[src/logic/mbs_pkg.sv]
// Shared constants, types and helpers of the serial slave port.
// Assumes a single 40 MHz clock drives every user of this package.
package mbs_pkg;

  // Clock and character timing.
  localparam int CLK_HZ = 40_000_000;
  localparam int BAUD_RATE [8] = '{1200, 2400, 4800, 9600,
                                   19200, 38400, 57600, 115200};
  // Silent interval of 3.5 characters of 11 bits, rounded up to bits.
  localparam int GAP_BITS = 39;
  localparam logic [3:0] BITS_NO_PARITY = 4'ha;
  localparam logic [3:0] BITS_PARITY = 4'hb;

  // Addressing.
  localparam logic [7:0] BCAST_ADDR = 8'h00;
  localparam logic [15:0] MIN_SLAVE_ADDR = 16'h0001;
  localparam logic [15:0] MAX_SLAVE_ADDR = 16'h00f7;

  // Function codes, exception codes and frame lengths.
  localparam logic [7:0] FC_READ = 8'h03;
  localparam logic [7:0] FC_COIL = 8'h05;
  localparam logic [7:0] FC_WR1 = 8'h06;
  localparam logic [7:0] FC_WRN = 8'h10;
  localparam logic [7:0] EX_NONE = 8'h00;
  localparam logic [7:0] EX_FUNC = 8'h01;
  localparam logic [7:0] EX_ADDR = 8'h02;
  localparam logic [7:0] EX_VAL = 8'h03;
  localparam logic [7:0] EXC_FLAG = 8'h80;
  localparam int BUF_BYTES = 16;
  localparam int MAX_REGS = 3;
  localparam int ECHO_LEN = 6;
  localparam logic [4:0] REQ_LEN = 5'h08;
  localparam logic [4:0] WRN_BASE = 5'h09;
  localparam logic [4:0] MIN_FRAME = 5'h04;
  localparam logic [4:0] RD_HDR_LEN = 5'h03;
  localparam logic [4:0] EXC_LEN = 5'h03;
  localparam logic [4:0] ECHO_LEN5 = 5'h06;

  // Register indices.
  localparam logic [15:0] REG_SP = 16'h0000;
  localparam logic [15:0] REG_PV = 16'h0001;
  localparam logic [15:0] REG_POWER = 16'h0002;
  localparam logic [15:0] REG_SPEED = 16'h0003;
  localparam logic [15:0] REG_PARITY = 16'h0004;
  localparam logic [15:0] REG_ADDR = 16'h0005;
  localparam logic [15:0] REG_SP_LOW = 16'h0006;
  localparam logic [15:0] REG_SP_UPPER = 16'h0007;
  localparam logic [15:0] REG_PV_HIGH = 16'h0008;
  localparam logic [15:0] REG_DEC_POS = 16'h0009;
  localparam logic [16:0] NUM_REGS = 17'h0000a;

  // Coils, value limits and reset values.
  localparam int COILS = 4;
  localparam logic [15:0] COIL_ON = 16'hff00;
  localparam logic [15:0] COIL_OFF = 16'h0000;
  localparam logic [15:0] POWER_MAX = 16'h03e8;
  localparam logic signed [15:0] TEMP_SCALE = 16'sh000a;
  localparam logic [15:0] SP_LOW_RST = 16'h0000;
  localparam logic [15:0] SP_UPPER_RST = 16'h03e8;
  localparam logic [15:0] PV_HIGH_RST = 16'h03e8;
  localparam logic [15:0] CRC_INIT = 16'hffff;
  localparam logic [15:0] CRC_POLY = 16'ha001;

  // Parity selections.
  localparam logic [1:0] PAR_NONE = 2'h0;
  localparam logic [1:0] PAR_EVEN = 2'h1;
  localparam logic [1:0] PAR_ODD = 2'h2;

  typedef struct packed {
    logic [2:0] speed;
    logic [1:0] parity;
    logic [7:0] addr;
  } mbs_cfg_t;

  typedef struct packed {
    logic [15:0] pv;
    logic [15:0] power;
    logic [15:0] remoteSp;
    logic useRemote;
    logic isTemp;
  } mbs_proc_t;

  typedef enum logic [1:0] {LN_IDLE = 2'b01, LN_BITS = 2'b10} mbs_line_t;
  typedef enum logic [3:0] {S_RX = 4'b0001, S_EXEC = 4'b0010,
                            S_TX = 4'b0100, S_DRAIN = 4'b1000} mbs_state_t;

  // Clocks per bit for a line speed selection.
  function automatic logic [15:0] bitDivisor(input logic [2:0] sel);
    bitDivisor = 16'(CLK_HZ / BAUD_RATE[sel]);
  endfunction : bitDivisor

  // One byte step of the frame check, low bit first.
  function automatic logic [15:0] crcByte(input logic [15:0] c,
                                         input logic [7:0] d);
    logic [15:0] r;
    r = c ^ {8'h00, d};
    for (int i = 0; i < 8; i++) begin
      r = r[0] ? ((r >> 1) ^ CRC_POLY) : (r >> 1);
    end
    return r;
  endfunction : crcByte

endpackage : mbs_pkg

[src/logic/mbs_uart.sv]
// Character engine: receiver, transmitter and silent-gap detector.
// Assumes speed and parity come from logic on the same clock.
`timescale 1ns/1ps
module mbs_uart (
  // Clock and reset.
  input wire logic clk,
  input wire logic reset_n,
  // Line settings.
  input wire logic [2:0] speed,
  input wire logic [1:0] parity,
  // Bus pin.
  input wire logic lineIn,
  output logic lineOut,
  output logic lineOe,
  // Received characters.
  output logic rxValid,
  output logic [7:0] rxData,
  output logic rxErr,
  output logic gap,
  // Characters to send.
  input wire logic txValid,
  input wire logic [7:0] txData,
  output logic txReady
);
  import mbs_pkg::*;

  typedef struct packed {
    logic [1:0] sync;
    mbs_line_t rxSt;
    logic [15:0] rxDiv;
    logic [3:0] rxBit;
    logic [10:0] rxSh;
    logic rxValid;
    logic [7:0] rxData;
    logic rxErr;
    logic [23:0] idle;
    logic gapArmed;
    logic gap;
    mbs_line_t txSt;
    logic [15:0] txDiv;
    logic [3:0] txBit;
    logic [10:0] txSh;
    logic lineOut;
    logic lineOe;
    logic txReady;
  } mbs_uart_t;

  mbs_uart_t s_r, s_nxt;
  logic [15:0] div;
  logic [3:0] nbits;
  logic [23:0] gapLim;
  logic [7:0] dat;
  logic parBit;
  logic [10:0] txFrame;

  ////////////////////////////////////////////////////////////////////////
  // Next-state logic for both directions.
  always_comb begin
    s_nxt = s_r;
    s_nxt.sync = {s_r.sync[0], lineIn};
    s_nxt.rxValid = 1'b0;
    s_nxt.gap = 1'b0;
    div = bitDivisor(speed);
    nbits = (parity == PAR_NONE) ? BITS_NO_PARITY : BITS_PARITY;
    gapLim = 24'(div) * 24'(GAP_BITS);
    dat = 8'h00;
    parBit = 1'b0;
    // Outgoing frame, low bit first: start, data, parity or stop, stop.
    txFrame = {1'b1, (parity == PAR_NONE) || (^txData ^ (parity == PAR_ODD)),
               txData, 1'b0};
    unique case (s_r.rxSt)
      LN_IDLE: begin
        if (s_r.idle < gapLim) begin
          s_nxt.idle = s_r.idle + 24'h000001;
        end else if (s_r.gapArmed) begin
          s_nxt.gap = 1'b1;
          s_nxt.gapArmed = 1'b0;
        end
        if (!s_r.sync[1]) begin
          s_nxt.rxSt = LN_BITS;
          s_nxt.rxDiv = div >> 1;
          s_nxt.rxBit = 4'h0;
          s_nxt.idle = 24'h000000;
        end
      end
      LN_BITS: begin
        if (s_r.rxDiv == 16'h0000) begin
          s_nxt.rxDiv = div - 16'h0001;
          s_nxt.rxSh = {s_r.sync[1], s_r.rxSh[10:1]};
          s_nxt.rxBit = s_r.rxBit + 4'h1;
          if (s_r.rxBit == 4'h0 && s_r.sync[1]) begin
            s_nxt.rxSt = LN_IDLE; // A glitch, not a start bit.
          end else if (s_r.rxBit == nbits - 4'h1) begin
            // Last sample is the stop bit; data and parity sit below it.
            dat = (parity == PAR_NONE) ? s_nxt.rxSh[9:2] : s_nxt.rxSh[8:1];
            parBit = (parity == PAR_NONE) ? 1'b0 :
                     (^dat ^ s_nxt.rxSh[9] ^ (parity == PAR_ODD));
            s_nxt.rxSt = LN_IDLE;
            s_nxt.rxValid = 1'b1;
            s_nxt.rxData = dat;
            s_nxt.rxErr = !s_r.sync[1] || parBit;
            s_nxt.gapArmed = 1'b1;
            s_nxt.idle = 24'h000000;
          end
        end else begin
          s_nxt.rxDiv = s_r.rxDiv - 16'h0001;
        end
      end
    endcase
    unique case (s_r.txSt)
      LN_IDLE: begin
        s_nxt.lineOut = 1'b1;
        s_nxt.lineOe = 1'b0;
        s_nxt.txReady = 1'b1;
        if (txValid && s_r.txReady) begin
          s_nxt.txSh = txFrame;
          s_nxt.txBit = 4'h0;
          s_nxt.txDiv = div - 16'h0001;
          s_nxt.lineOut = 1'b0;
          s_nxt.lineOe = 1'b1;
          s_nxt.txReady = 1'b0;
          s_nxt.txSt = LN_BITS;
        end
      end
      LN_BITS: begin
        if (s_r.txDiv != 16'h0000) begin
          s_nxt.txDiv = s_r.txDiv - 16'h0001;
          // Ready one cycle early so the next byte follows with no gap.
          s_nxt.txReady = (s_r.txBit == nbits - 4'h1) &&
                          (s_r.txDiv == 16'h0001);
        end else if (s_r.txBit == nbits - 4'h1 && txValid) begin
          // Next byte starts right after the stop bit, driver kept on.
          s_nxt.txSh = txFrame;
          s_nxt.txBit = 4'h0;
          s_nxt.txDiv = div - 16'h0001;
          s_nxt.lineOut = 1'b0;
          s_nxt.txReady = 1'b0;
        end else if (s_r.txBit == nbits - 4'h1) begin
          // Driver drops right at the end of the last stop bit.
          s_nxt.lineOe = 1'b0;
          s_nxt.lineOut = 1'b1;
          s_nxt.txReady = 1'b1;
          s_nxt.txSt = LN_IDLE;
        end else begin
          s_nxt.txBit = s_r.txBit + 4'h1;
          s_nxt.txSh = {1'b1, s_r.txSh[10:1]};
          s_nxt.lineOut = s_r.txSh[1];
          s_nxt.txDiv = div - 16'h0001;
        end
      end
    endcase
  end

  // State register.
  always_ff @(posedge clk) begin
    if (!reset_n) begin
      s_r <= '0;
      s_r.sync <= 2'b11;
      s_r.rxSt <= LN_IDLE;
      s_r.txSt <= LN_IDLE;
      s_r.lineOut <= 1'b1;
    end else begin
      s_r <= s_nxt;
    end
  end

  // Outputs straight from the state register.
  assign lineOut = s_r.lineOut;
  assign lineOe = s_r.lineOe;
  assign rxValid = s_r.rxValid;
  assign rxData = s_r.rxData;
  assign rxErr = s_r.rxErr;
  assign gap = s_r.gap;
  assign txReady = s_r.txReady;

endmodule : mbs_uart

[src/logic/mbs_modbus_slave.sv]
// Serial slave port: frames requests, runs the supported function codes
// on a small holding-register map and sends replies.
// Assumes settings and process inputs come from logic on the same clock.
//
// Notes on behaviour
// - The port only answers requests; it never starts a transmission itself.
// - A request to our own address gets a reply frame.
// - Broadcast requests are executed but never answered.
// - Address zero is the broadcast address.
// - Characters carry eight data bits, one stop bit, selectable parity.
// - One master, up to 31 slaves, slave addresses up to 247.
// - Reply starts no later than 100 ms after the request ends.
// - Line driver is released within 2 ms after the last byte.
// - Supported: read registers, force coil, write one, write many.
// - Line speed, parity and own address are held locally and applied.
// - Every configurable setting is readable and writable over the map.
// - Register 0 reads the active setpoint; writes clamp the main one.
// - Register 1 is the bounded process value, read only.
// - Temperature process values are returned multiplied by ten.
// - Register 2 is output power, 0 to 1000, read only.
`timescale 1ns/1ps
module mbs_modbus_slave (
  // Clock and reset.
  input wire logic clk,
  input wire logic reset_n,
  // Bus pin, split into level, drive and enable.
  input wire logic busIn,
  output logic busOut,
  output logic busOe,
  // Settings loaded after reset and process values.
  input wire mbs_pkg::mbs_cfg_t startCfg,
  input wire mbs_pkg::mbs_proc_t proc,
  // Held settings and outputs toward the controller.
  output mbs_pkg::mbs_cfg_t activeCfg,
  output logic [15:0] mainSetpoint,
  output logic [15:0] setpointLowLimit,
  output logic [15:0] setpointUpperLimit,
  output logic [15:0] setpointHighLimit,
  output logic [15:0] decimalPosition,
  output logic [mbs_pkg::COILS-1:0] coils
);
  import mbs_pkg::*;

  typedef struct packed {
    mbs_state_t st;
    logic loaded;
    mbs_cfg_t cfg;
    mbs_cfg_t live;
    logic [BUF_BYTES-1:0][7:0] rxBuf;
    logic [4:0] rxCnt;
    logic [15:0] rxCrc;
    logic rxBad;
    logic [BUF_BYTES-1:0][7:0] txBuf;
    logic [4:0] txLen;
    logic [4:0] txIdx;
    logic [15:0] txCrc;
    logic [15:0] sp;
    logic [15:0] spLow;
    logic [15:0] spUpper;
    logic [15:0] pvHigh;
    logic [15:0] decPos;
    logic [COILS-1:0] coils;
  } mbs_main_t;

  mbs_main_t s_r, s_nxt;
  logic rxValid, rxErr, gap, txReady, txValid;
  logic [7:0] rxData, txByte;
  logic [15:0] pvOut, powerOut;
  logic [7:0] fc, exc;
  logic [15:0] a0, v0, w;
  logic frameOk;

  ////////////////////////////////////////////////////////////////////////
  // Character engine on the configured line settings.
  mbs_uart uart (
    .clk(clk),
    .reset_n(reset_n),
    .speed(s_r.live.speed),
    .parity(s_r.live.parity),
    .lineIn(busIn),
    .lineOut(busOut),
    .lineOe(busOe),
    .rxValid(rxValid),
    .rxData(rxData),
    .rxErr(rxErr),
    .gap(gap),
    .txValid(txValid),
    .txData(txByte),
    .txReady(txReady)
  );

  ////////////////////////////////////////////////////////////////////////
  // Process value scaled and bounded, output power bounded.
  always_comb begin
    pvOut = proc.isTemp ? 16'($signed(proc.pv) * TEMP_SCALE) : proc.pv;
    if ($signed(pvOut) < $signed(s_r.spLow)) begin
      pvOut = s_r.spLow;
    end else if ($signed(pvOut) > $signed(s_r.pvHigh)) begin
      pvOut = s_r.pvHigh;
    end
    powerOut = (proc.power > POWER_MAX) ? POWER_MAX : proc.power;
  end

  // Register read view.
  function automatic logic [15:0] regRead(input logic [15:0] idx);
    unique case (idx)
      REG_SP: regRead = proc.useRemote ? proc.remoteSp : s_r.sp;
      REG_PV: regRead = pvOut;
      REG_POWER: regRead = powerOut;
      REG_SPEED: regRead = 16'(s_r.cfg.speed);
      REG_PARITY: regRead = 16'(s_r.cfg.parity);
      REG_ADDR: regRead = 16'(s_r.cfg.addr);
      REG_SP_LOW: regRead = s_r.spLow;
      REG_SP_UPPER: regRead = s_r.spUpper;
      REG_PV_HIGH: regRead = s_r.pvHigh;
      REG_DEC_POS: regRead = s_r.decPos;
      default: regRead = 16'h0000;
    endcase
  endfunction : regRead

  // Exception code for a register write, none when it is allowed.
  function automatic logic [7:0] wrCheck(input logic [15:0] idx,
                                         input logic [15:0] val);
    unique case (idx)
      REG_SP, REG_SP_LOW, REG_SP_UPPER, REG_PV_HIGH, REG_DEC_POS:
        wrCheck = EX_NONE;
      REG_SPEED: wrCheck = (val > 16'(3'h7)) ? EX_VAL : EX_NONE;
      REG_PARITY: wrCheck = (val > 16'(PAR_ODD)) ? EX_VAL : EX_NONE;
      REG_ADDR: wrCheck = (val < MIN_SLAVE_ADDR || val > MAX_SLAVE_ADDR) ?
                          EX_VAL : EX_NONE;
      default: wrCheck = EX_ADDR;
    endcase
  endfunction : wrCheck

  // Applies one checked register write.
  function automatic mbs_main_t regWrite(input mbs_main_t t,
                                         input logic [15:0] idx,
                                         input logic [15:0] val);
    regWrite = t;
    unique case (idx)
      REG_SP: begin
        if ($signed(val) < $signed(t.spLow)) begin
          regWrite.sp = t.spLow;
        end else if ($signed(val) > $signed(t.spUpper)) begin
          regWrite.sp = t.spUpper;
        end else begin
          regWrite.sp = val;
        end
      end
      REG_SPEED: regWrite.cfg.speed = val[2:0];
      REG_PARITY: regWrite.cfg.parity = val[1:0];
      REG_ADDR: regWrite.cfg.addr = val[7:0];
      REG_SP_LOW: regWrite.spLow = val;
      REG_SP_UPPER: regWrite.spUpper = val;
      REG_PV_HIGH: regWrite.pvHigh = val;
      REG_DEC_POS: regWrite.decPos = val;
      default: regWrite = t;
    endcase
  endfunction : regWrite

  ////////////////////////////////////////////////////////////////////////
  // Byte offered to the transmitter: payload, then check sum low, high.
  assign txValid = (s_r.st == S_TX);
  assign txByte = (s_r.txIdx < s_r.txLen) ? s_r.txBuf[s_r.txIdx[3:0]] :
                  (s_r.txIdx == s_r.txLen) ? s_r.txCrc[7:0] :
                  s_r.txCrc[15:8];

  // A whole frame is kept when it has four to sixteen bytes, no character error, a matching check sum and our own or the broadcast address.
  assign frameOk = s_r.rxCnt >= MIN_FRAME && s_r.rxCrc == 16'h0000 &&
                   !s_r.rxBad && (s_r.rxBuf[0] == s_r.live.addr ||
                   s_r.rxBuf[0] == BCAST_ADDR);

  ////////////////////////////////////////////////////////////////////////
  // Frame sequencer.
  always_comb begin
    s_nxt = s_r;
    fc = s_r.rxBuf[1];
    a0 = {s_r.rxBuf[2], s_r.rxBuf[3]};
    v0 = {s_r.rxBuf[4], s_r.rxBuf[5]};
    exc = EX_NONE;
    w = 16'h0000;
    if (!s_r.loaded) begin
      s_nxt.cfg = startCfg;
      s_nxt.live = startCfg;
      s_nxt.loaded = 1'b1;
    end
    unique case (s_r.st)
      S_RX: begin
        if (rxValid) begin
          if (s_r.rxCnt < 5'(BUF_BYTES)) begin
            s_nxt.rxBuf[s_r.rxCnt[3:0]] = rxData;
            s_nxt.rxCnt = s_r.rxCnt + 5'h01;
          end else begin
            s_nxt.rxBad = 1'b1;
          end
          s_nxt.rxCrc = crcByte(s_r.rxCrc, rxData);
          s_nxt.rxBad = s_nxt.rxBad || rxErr;
        end else if (gap) begin
          if (frameOk) begin
            s_nxt.st = S_EXEC;
          end else begin
            s_nxt.rxCnt = 5'h00;
            s_nxt.rxCrc = CRC_INIT;
            s_nxt.rxBad = 1'b0;
          end
        end
      end
      S_EXEC: begin
        for (int i = 0; i < ECHO_LEN; i++) begin
          s_nxt.txBuf[i] = s_r.rxBuf[i];
        end
        s_nxt.txLen = ECHO_LEN5;
        case (fc)
          FC_READ: begin
            if (s_r.rxCnt != REQ_LEN || v0 == 16'h0000 ||
                v0 > 16'(MAX_REGS)) begin
              exc = EX_VAL;
            end else if ({1'b0, a0} + {1'b0, v0} > NUM_REGS) begin
              exc = EX_ADDR;
            end else begin
              s_nxt.txBuf[2] = {v0[6:0], 1'b0};
              s_nxt.txLen = RD_HDR_LEN + {v0[3:0], 1'b0};
              for (int i = 0; i < MAX_REGS; i++) begin
                w = regRead(a0 + 16'(i));
                s_nxt.txBuf[3 + 2 * i] = w[15:8];
                s_nxt.txBuf[4 + 2 * i] = w[7:0];
              end
            end
          end
          FC_COIL: begin
            if (s_r.rxCnt != REQ_LEN || (v0 != COIL_ON && v0 != COIL_OFF)) begin
              exc = EX_VAL;
            end else if (a0 >= 16'(COILS)) begin
              exc = EX_ADDR;
            end else begin
              s_nxt.coils[a0[1:0]] = (v0 == COIL_ON);
            end
          end
          FC_WR1: begin
            exc = (s_r.rxCnt != REQ_LEN) ? EX_VAL : wrCheck(a0, v0);
            if (exc == EX_NONE) begin
              s_nxt = regWrite(s_nxt, a0, v0);
            end
          end
          FC_WRN: begin
            if (v0 == 16'h0000 || v0 > 16'(MAX_REGS) ||
                s_r.rxBuf[6] != {v0[6:0], 1'b0} ||
                s_r.rxCnt != WRN_BASE + {v0[3:0], 1'b0}) begin
              exc = EX_VAL;
            end
            // Every target is checked before any of them is written.
            for (int i = 0; i < MAX_REGS; i++) begin
              if (exc == EX_NONE && 16'(i) < v0) begin
                exc = wrCheck(a0 + 16'(i),
                              {s_r.rxBuf[7 + 2 * i], s_r.rxBuf[8 + 2 * i]});
              end
            end
            for (int i = 0; i < MAX_REGS; i++) begin
              if (exc == EX_NONE && 16'(i) < v0) begin
                s_nxt = regWrite(s_nxt, a0 + 16'(i),
                            {s_r.rxBuf[7 + 2 * i], s_r.rxBuf[8 + 2 * i]});
              end
            end
          end
          default: exc = EX_FUNC;
        endcase
        if (exc != EX_NONE) begin
          s_nxt.txBuf[1] = fc | EXC_FLAG;
          s_nxt.txBuf[2] = exc;
          s_nxt.txLen = EXC_LEN;
        end
        s_nxt.txIdx = 5'h00;
        s_nxt.txCrc = CRC_INIT;
        // Reply starts at once, far inside the allowed delay.
        s_nxt.st = (s_r.rxBuf[0] == BCAST_ADDR) ? S_DRAIN : S_TX;
      end
      S_TX: begin
        if (txReady) begin
          s_nxt.txIdx = s_r.txIdx + 5'h01;
          if (s_r.txIdx < s_r.txLen) begin
            s_nxt.txCrc = crcByte(s_r.txCrc, txByte);
          end
          if (s_r.txIdx == s_r.txLen + 5'h01) begin
            s_nxt.st = S_DRAIN;
          end
        end
      end
      S_DRAIN: begin
        // New line settings take effect only once the reply is out.
        if (txReady) begin
          s_nxt.live = s_r.cfg;
          s_nxt.st = S_RX;
          s_nxt.rxCnt = 5'h00;
          s_nxt.rxCrc = CRC_INIT;
          s_nxt.rxBad = 1'b0;
        end
      end
    endcase
  end

  // State register.
  always_ff @(posedge clk) begin
    if (!reset_n) begin
      s_r <= '0;
      s_r.st <= S_RX;
      s_r.rxCrc <= CRC_INIT;
      s_r.txCrc <= CRC_INIT;
      s_r.spLow <= SP_LOW_RST;
      s_r.spUpper <= SP_UPPER_RST;
      s_r.pvHigh <= PV_HIGH_RST;
    end else begin
      s_r <= s_nxt;
    end
  end

  // Outputs straight from the state register.
  assign activeCfg = s_r.live;
  assign mainSetpoint = s_r.sp;
  assign setpointLowLimit = s_r.spLow;
  assign setpointUpperLimit = s_r.spUpper;
  assign setpointHighLimit = s_r.pvHigh;
  assign decimalPosition = s_r.decPos;
  assign coils = s_r.coils;

endmodule : mbs_modbus_slave

[config.mk]
export PLATFORM = sky130hd
export DESIGN_NAME = mbs_modbus_slave
export DESIGN_NICKNAME = d
export VERILOG_FILES = /design/src/logic/mbs_pkg.sv /design/src/logic/mbs_uart.sv /design/src/logic/mbs_modbus_slave.sv
export SDC_FILE = /design/constraint.sdc
export NUM_CORES = 2
export LEC_CHECK = 0
export ABC_CLOCK_PERIOD_IN_PS = 57500
export BUFFER_PORTS_ARGS = -buffer_cell sky130_fd_sc_hd__buf_2
export CORE_MARGIN = 2
export CORE_UTILIZATION = 40
export CTS_CLUSTER_DIAMETER = 100
export DETAILED_ROUTE_END_ITERATION = 8
export PLACE_DENSITY = 0.68
export SLEW_MARGIN = 25
export SYNTH_ARGS = -nofsm -noshare
export SYNTH_HDL_FRONTEND = slang
export SYNTH_SLANG_ARGS = --single-unit
[constraint.sdc]
create_clock -name clk -period 57.5 [get_ports clk]
set_clock_uncertainty 0.2 [all_clocks]
set_input_delay 11.5 -clock clk [delete_from_list [all_inputs] [get_ports clk]]
set_output_delay 11.5 -clock clk [all_outputs]
set_load 0.02 [all_outputs]
# After elaboration in Yosys (flattened, before gate mapping)
# Memory sizes are Yosys's and may differ from the RTL's.
# Cells that the tools add are included.
# Widths: inputs -> output; s select.
# classes
reduce_logical	86
n_eq_ne	89
magnitude_cmp	43
mul	2
muxes	191
bitwise_logic	28
shift	0
addsub	15
n_div	1
# ops
op	n
$mux 415	4
$mux 414	4
$mux 16	53
$pmux 16 s10	3
$pmux 233 s2	1
$pmux 128 s2	1
$mux 8	25
$eq 16x3->1 const B	12
$pmux 56 s3	1
$pmux 80 s2	1
$mux 133	1
$bwmux 128	1
$mux 128	1
$mux 56	2
$mux 22	5
$eq 16x2->1 const B	6
$eq 16x4->1 const B	6
$logic_not 16->1	6
$mux 32	3
$gt 16x16->1	5
$gt 16x2->1 const B	5
$lt 16x16->1	5
$pmux 36 s2	1
$mux 35	2
109 further kinds	301
# totals
regBits	526
latch_bits	0
ramBits	0
in_bits	66
romBits	256
n_memories	1
elab_cells	526
# memory_table
name	depth	width	read_ports	rd_ports_with_merged_regs	write_ports	line_no	source
(no name shown)	8	32	1	0	0	mbs_pkg.sv:89	bitDivisor = 16'(CLK_HZ / BAUD_RATE[sel]);

# Longest topological paths before layout
# depth
word_depth	41
ltp_mapped	360
depth_no_buf	327

# By module
# A second synthesis with hierarchy kept.
# unflattened
hier_cells	8010
hier_area_um2	59154.2
# modules_own_cells
module	cells_per_inst	area_each_um2	n_inst
mbs_modbus_slave	3910	30367.9	1
mbs_uart	4100	28786.4	1

# Worst setup path after synthesis
# OpenSTA, ideal clock, no wires.
# synth_timing
path_type	reg2reg
startpoint	register s_r, in the netlist activeCfg[10]
endpoint	register uart.s_r[60] (netlist bit)
setup_ps	144
t_required_ps	57156
t_arrival_ps	62257
path_slack_ps	-5101
stages_incl_launch_ff	348
cell_sequence	dfxtp_1 clkbuf_1 inv_1 ha_1 nor2b_1 buf_2 inv_2 buf_2 buf_1 clkbuf_1 clkbuf_1 buf_1 ha_1 o211ai_1 and2_1 nor3_1 ha_1 ha_1 (+312 left out) a21o_1 a21oi_1 nand2b_1 and3_1 o21bai_1 a21oi_1 o21bai_1 a21oi_1 xnor2_1 ha_1 nand2_1 or4_1 or3_1 a31oi_1 nor2_1 o21ai_2 buf_4 o221ai_1
# synth_between
elab_chain_cells	9
# synth_rtl
element	line_no	source
from (decl)	mbs_modbus_slave.sv:65	mbs_main_t s_r, s_nxt;
from (signal assigned)	mbs_modbus_slave.sv:312	s_r <= s_nxt;
$not 3->4 (implied by the code)	mbs_pkg.sv:89	
$mem_v2 8x32	-	
$mux 32 (implied by the code) (2 in a row)	mbs_pkg.sv:89	
$div 27x32->32	mbs_pkg.sv:89	
$mul 16x6->22	mbs_uart.sv:65	gapLim = 24'(div) * 24'(GAP_BITS);
$lt 24x22->1	mbs_uart.sv:73	if (s_r.idle < gapLim) begin
$ne 3x3->1 (no source line)	-	
$reduce_and 4->1 (no source line)	-	
to (signal assigned)	mbs_uart.sv:163	s_r <= s_nxt;
to (decl)	mbs_uart.sv:48	mbs_uart_t s_r, s_nxt;
# Every way passes these cells. The select of a mux whose other input is x is not followed.
# A chain may end at the register's enable or synchronous reset.

# Worst setup path in the final report
# layout_timing
startpoint	register s_r, in the netlist activeCfg[11]
endpoint	register uart.s_r[55] (netlist bit)
# Same word-level chain as after synthesis.

==> summary.txt <==
Floorplanning
  • Cell Rows: 138
  • IO Pins: 165
  • Die Ht: 381 microns
  • Die X: 381 microns
  • CORE AREA: 0.141 sq mm
  • Die area: 0.145 sq mm
  • Initial Util: 0.403

Synthesis
  • Xor/xnor cell area share of the yosys netlist: 0.0519
  • Async SR Flop Fraction: 0
  • Simple logic cell fraction of the synthesized area: 0.238
  • Top-count cell post-synth: nand2_1
  • Number of flops mapped to enable cells by yosys: 0
  • Commonest register cell after synthesis: dfxtp_1
  • Netlist Area Pre-Place: 0.0570 sq mm
  • Seq/Total Area, Yosys: 0.156
  • Post-synthesis register bit count: 443
  • Synth Area in Compound Gates: 0.288
  • Yosys Warn Count: 0
  • Synth top area cells: dfxtp_1 16%, ha_1 11%, a21oi_1 6.1%
  • Synth Area in Adders: 0.124
  • Syn Area/Cell: 7.31 sq um
  • Commonest cells in the netlist: 768 x nand2_1, 698 x a21oi_1, 695 x nor2_1
  • Share of the synthesized area in the top cell type: 0.156
  • Cell variety after synth: 141
  • Mux cell area share after synthesis: 0.0778
  • Synthesized instance count: 7797
  • Largest family of logic cells by synthesized area: compound AO/OA/AOI/OAI gates
  • Area leader, netlist: dfxtp_1

Setup path
  • WS Path Type: register to register
  • Crit. End Element: register
  • Max Fanout on Critical Path: 8
  • Worst-path cell with the longest stage delay: or4_4
  • Most used cell along the critical path: ha_1
  • CP startpoint kind: register
  • Critical path arrival: 54.99 ns
  • Slowest stage delay, CP: 0.49 ns
  • CP required: 57.81 ns

Detailed routing
  • Iter 0 DRT Violations: 7293
  • DR WL/cell: 27.7 microns
  • DR vias/cell: 6.44
  • Vias: 63720
  • Number of routed nets with antenna violations: 0
  • DR pass1 iterations: 7
  • Drc violations: 0
  • Post-Route WL: 274000 microns

Finish
  • # fillers: 14245
  • Multi-input logic area: 0.0457 sq mm
  • Final #Nets: 8566
  • Final Util: 0.457
  • Sequential cell area: 0.00887 sq mm
  • Area delta synth->final: 13.5%
  • Share of cells above drive strength 1: 0.151
  • Post-Layout Cell Count: 9891

GRT
  • Largest net degree at the start of global routing: 111
  • Met3 usage: 0.0757
  • Antenna violations before repair: 12
  • Met1 usage: 0.418
  • Vias in the first global route: 59503
  • Global-route wire length before repair: 394000 microns
  • Gr busiest metal: met2
  • Met2 Use GR: 0.569
  • GRT Total Usage: 0.355
  • Grt ovf: 0

STA
  • Number of setup violations in the final report: 0
  • Fmax: 18.3 MHz
  • Slew Viols, Final: 0
  • Worst slew pin tran: 1.16 ns
  • Final Hold Fails: 0
  • Fin crit share: 0.951
  • Tmin final: 54.67 ns
  • Min setup slack post-route: 2.83 ns
  • Rel. slew slack: 0.224

Place
  • Gpl congestion: 1.06
  • Dpl hpwl: 205000 microns
  • Port bufs: 164
  • DP Worst Slack: 0.138 ns
  • Cell total after placement: 9717

Clock network
  • Clock root buffer: clkbuf_16
  • TritonCTS buffer count: 56
  • CTS sink cnt: 443
  • CTS tree: built
  • Worst-skew pair later-pin latency: 0.70 ns
  • CTS clock-pin slew for the worst setup and hold paths: 0.06 ns
  • Htree depth: 2
  • Max clock buf depth: 3
  • Hold Buf Count CTS: 0

Job
  • MaxCap Viol Count: 0

Outcome
  • Status: completed

Min path
  • Worst Hold Class: register to register
placed cells by master (no fill, tap or decap), types with 107 or more instances in the layout:
master and n:
nor3_1 137, nor2b_1 235, xnor2_1 213, nand2b_1 114, inv_1 284, mux2i_1 316
nand2_1 757, buf_2 163, ha_1 507, dfxtp_1 440, a21o_1 138, o21ai_0 514
buf_4 460, nand4_1 107, xor2_1 121, nand3_1 181, nor2_1 665, a21oi_1 652
per-layer routing:
| layer | vias up | wire length [microns] |
|---|---|---|
| li1 | 28915 | - |
| met1 | 30313 | 103000 |
| met2 | 3452 | 120000 |
| met3 | 1034 | 25900 |
| met4 | 6 | 24600 |
| met5 | - | 34 |
flip-flops by register name, indices dropped and copies added (netlist names), 13 cells and up:
signal              cells
decimalPosition        16
s_r                   218
setpointLowLimit       16
uart.s_r               89
activeCfg              13
mainSetpoint           16
setpointUpperLimit     16
a0                     16
setpointHighLimit      16
layout make-up:
type	count	share of cell area
diodes	3	0.000116
clock buffers	75	0.0256
clock inverters	29	0.00619
inverters	307	0.0182
multi-input cells	6507	0.707
flip-flops and latches	443	0.137
well taps	1890	0.0366
repair buffers	637	0.0690
timing repair:
item	4_1_cts	5_1_grt
buffers inserted	0	59
resized for setup	1	229
endpoints found under the setup margin	23	57
pin swaps	1	81
gates cloned	1	4
critical path: cells and delay by family (launching register included):
kind	cells	cell delay [ns]
adders and majority gates	34	9.98
buffers and inverters	29	3.59
muxes	8	2.38
AOI/OAI and AO/OA	117	19.91
and+or+nand+nor	121	17.99
DFF	1	0.36
cell families after synthesis:
logic type / count (synthesis)
AND/OR/NAND/NOR: 2737
AO/OA/AOI/OAI: 2467
buffers and inverters: 854
adder cells (fa/ha/maj): 548
flip-flops: 443
multiplexers: 411
XOR/XNOR: 336
other: 1
path summary, 6_finish.rpt:
kind / cells after the start / to / slack [ns] / startpoint
setup / recovery: 309 / uart.s_r[55] / 2.83 / activeCfg[11]
hold / removal: 1 / uart.s_r[106] / 0.20 / uart.s_nxt[106]
setup reg to reg: 309 / uart.s_r[55] / 2.83 / activeCfg[11]
hold reg to reg: 1 / uart.s_r[106] / 0.20 / uart.s_nxt[106]
metrics by stage:
stage               setup TNS [ns]  cell area [sq um]  hold WS [ns]
floorplan                        0              57300         0.186
global placement                 0              61100         0.198
detailed placement               0              61100         0.197
CTS                              0              63200         0.209
global route                -11.30              64700         0.237
finish                           0              64700         0.204
Power is not shown: default switching activity piles up to over one toggle a cycle in this logic, so the estimate is an artifact.
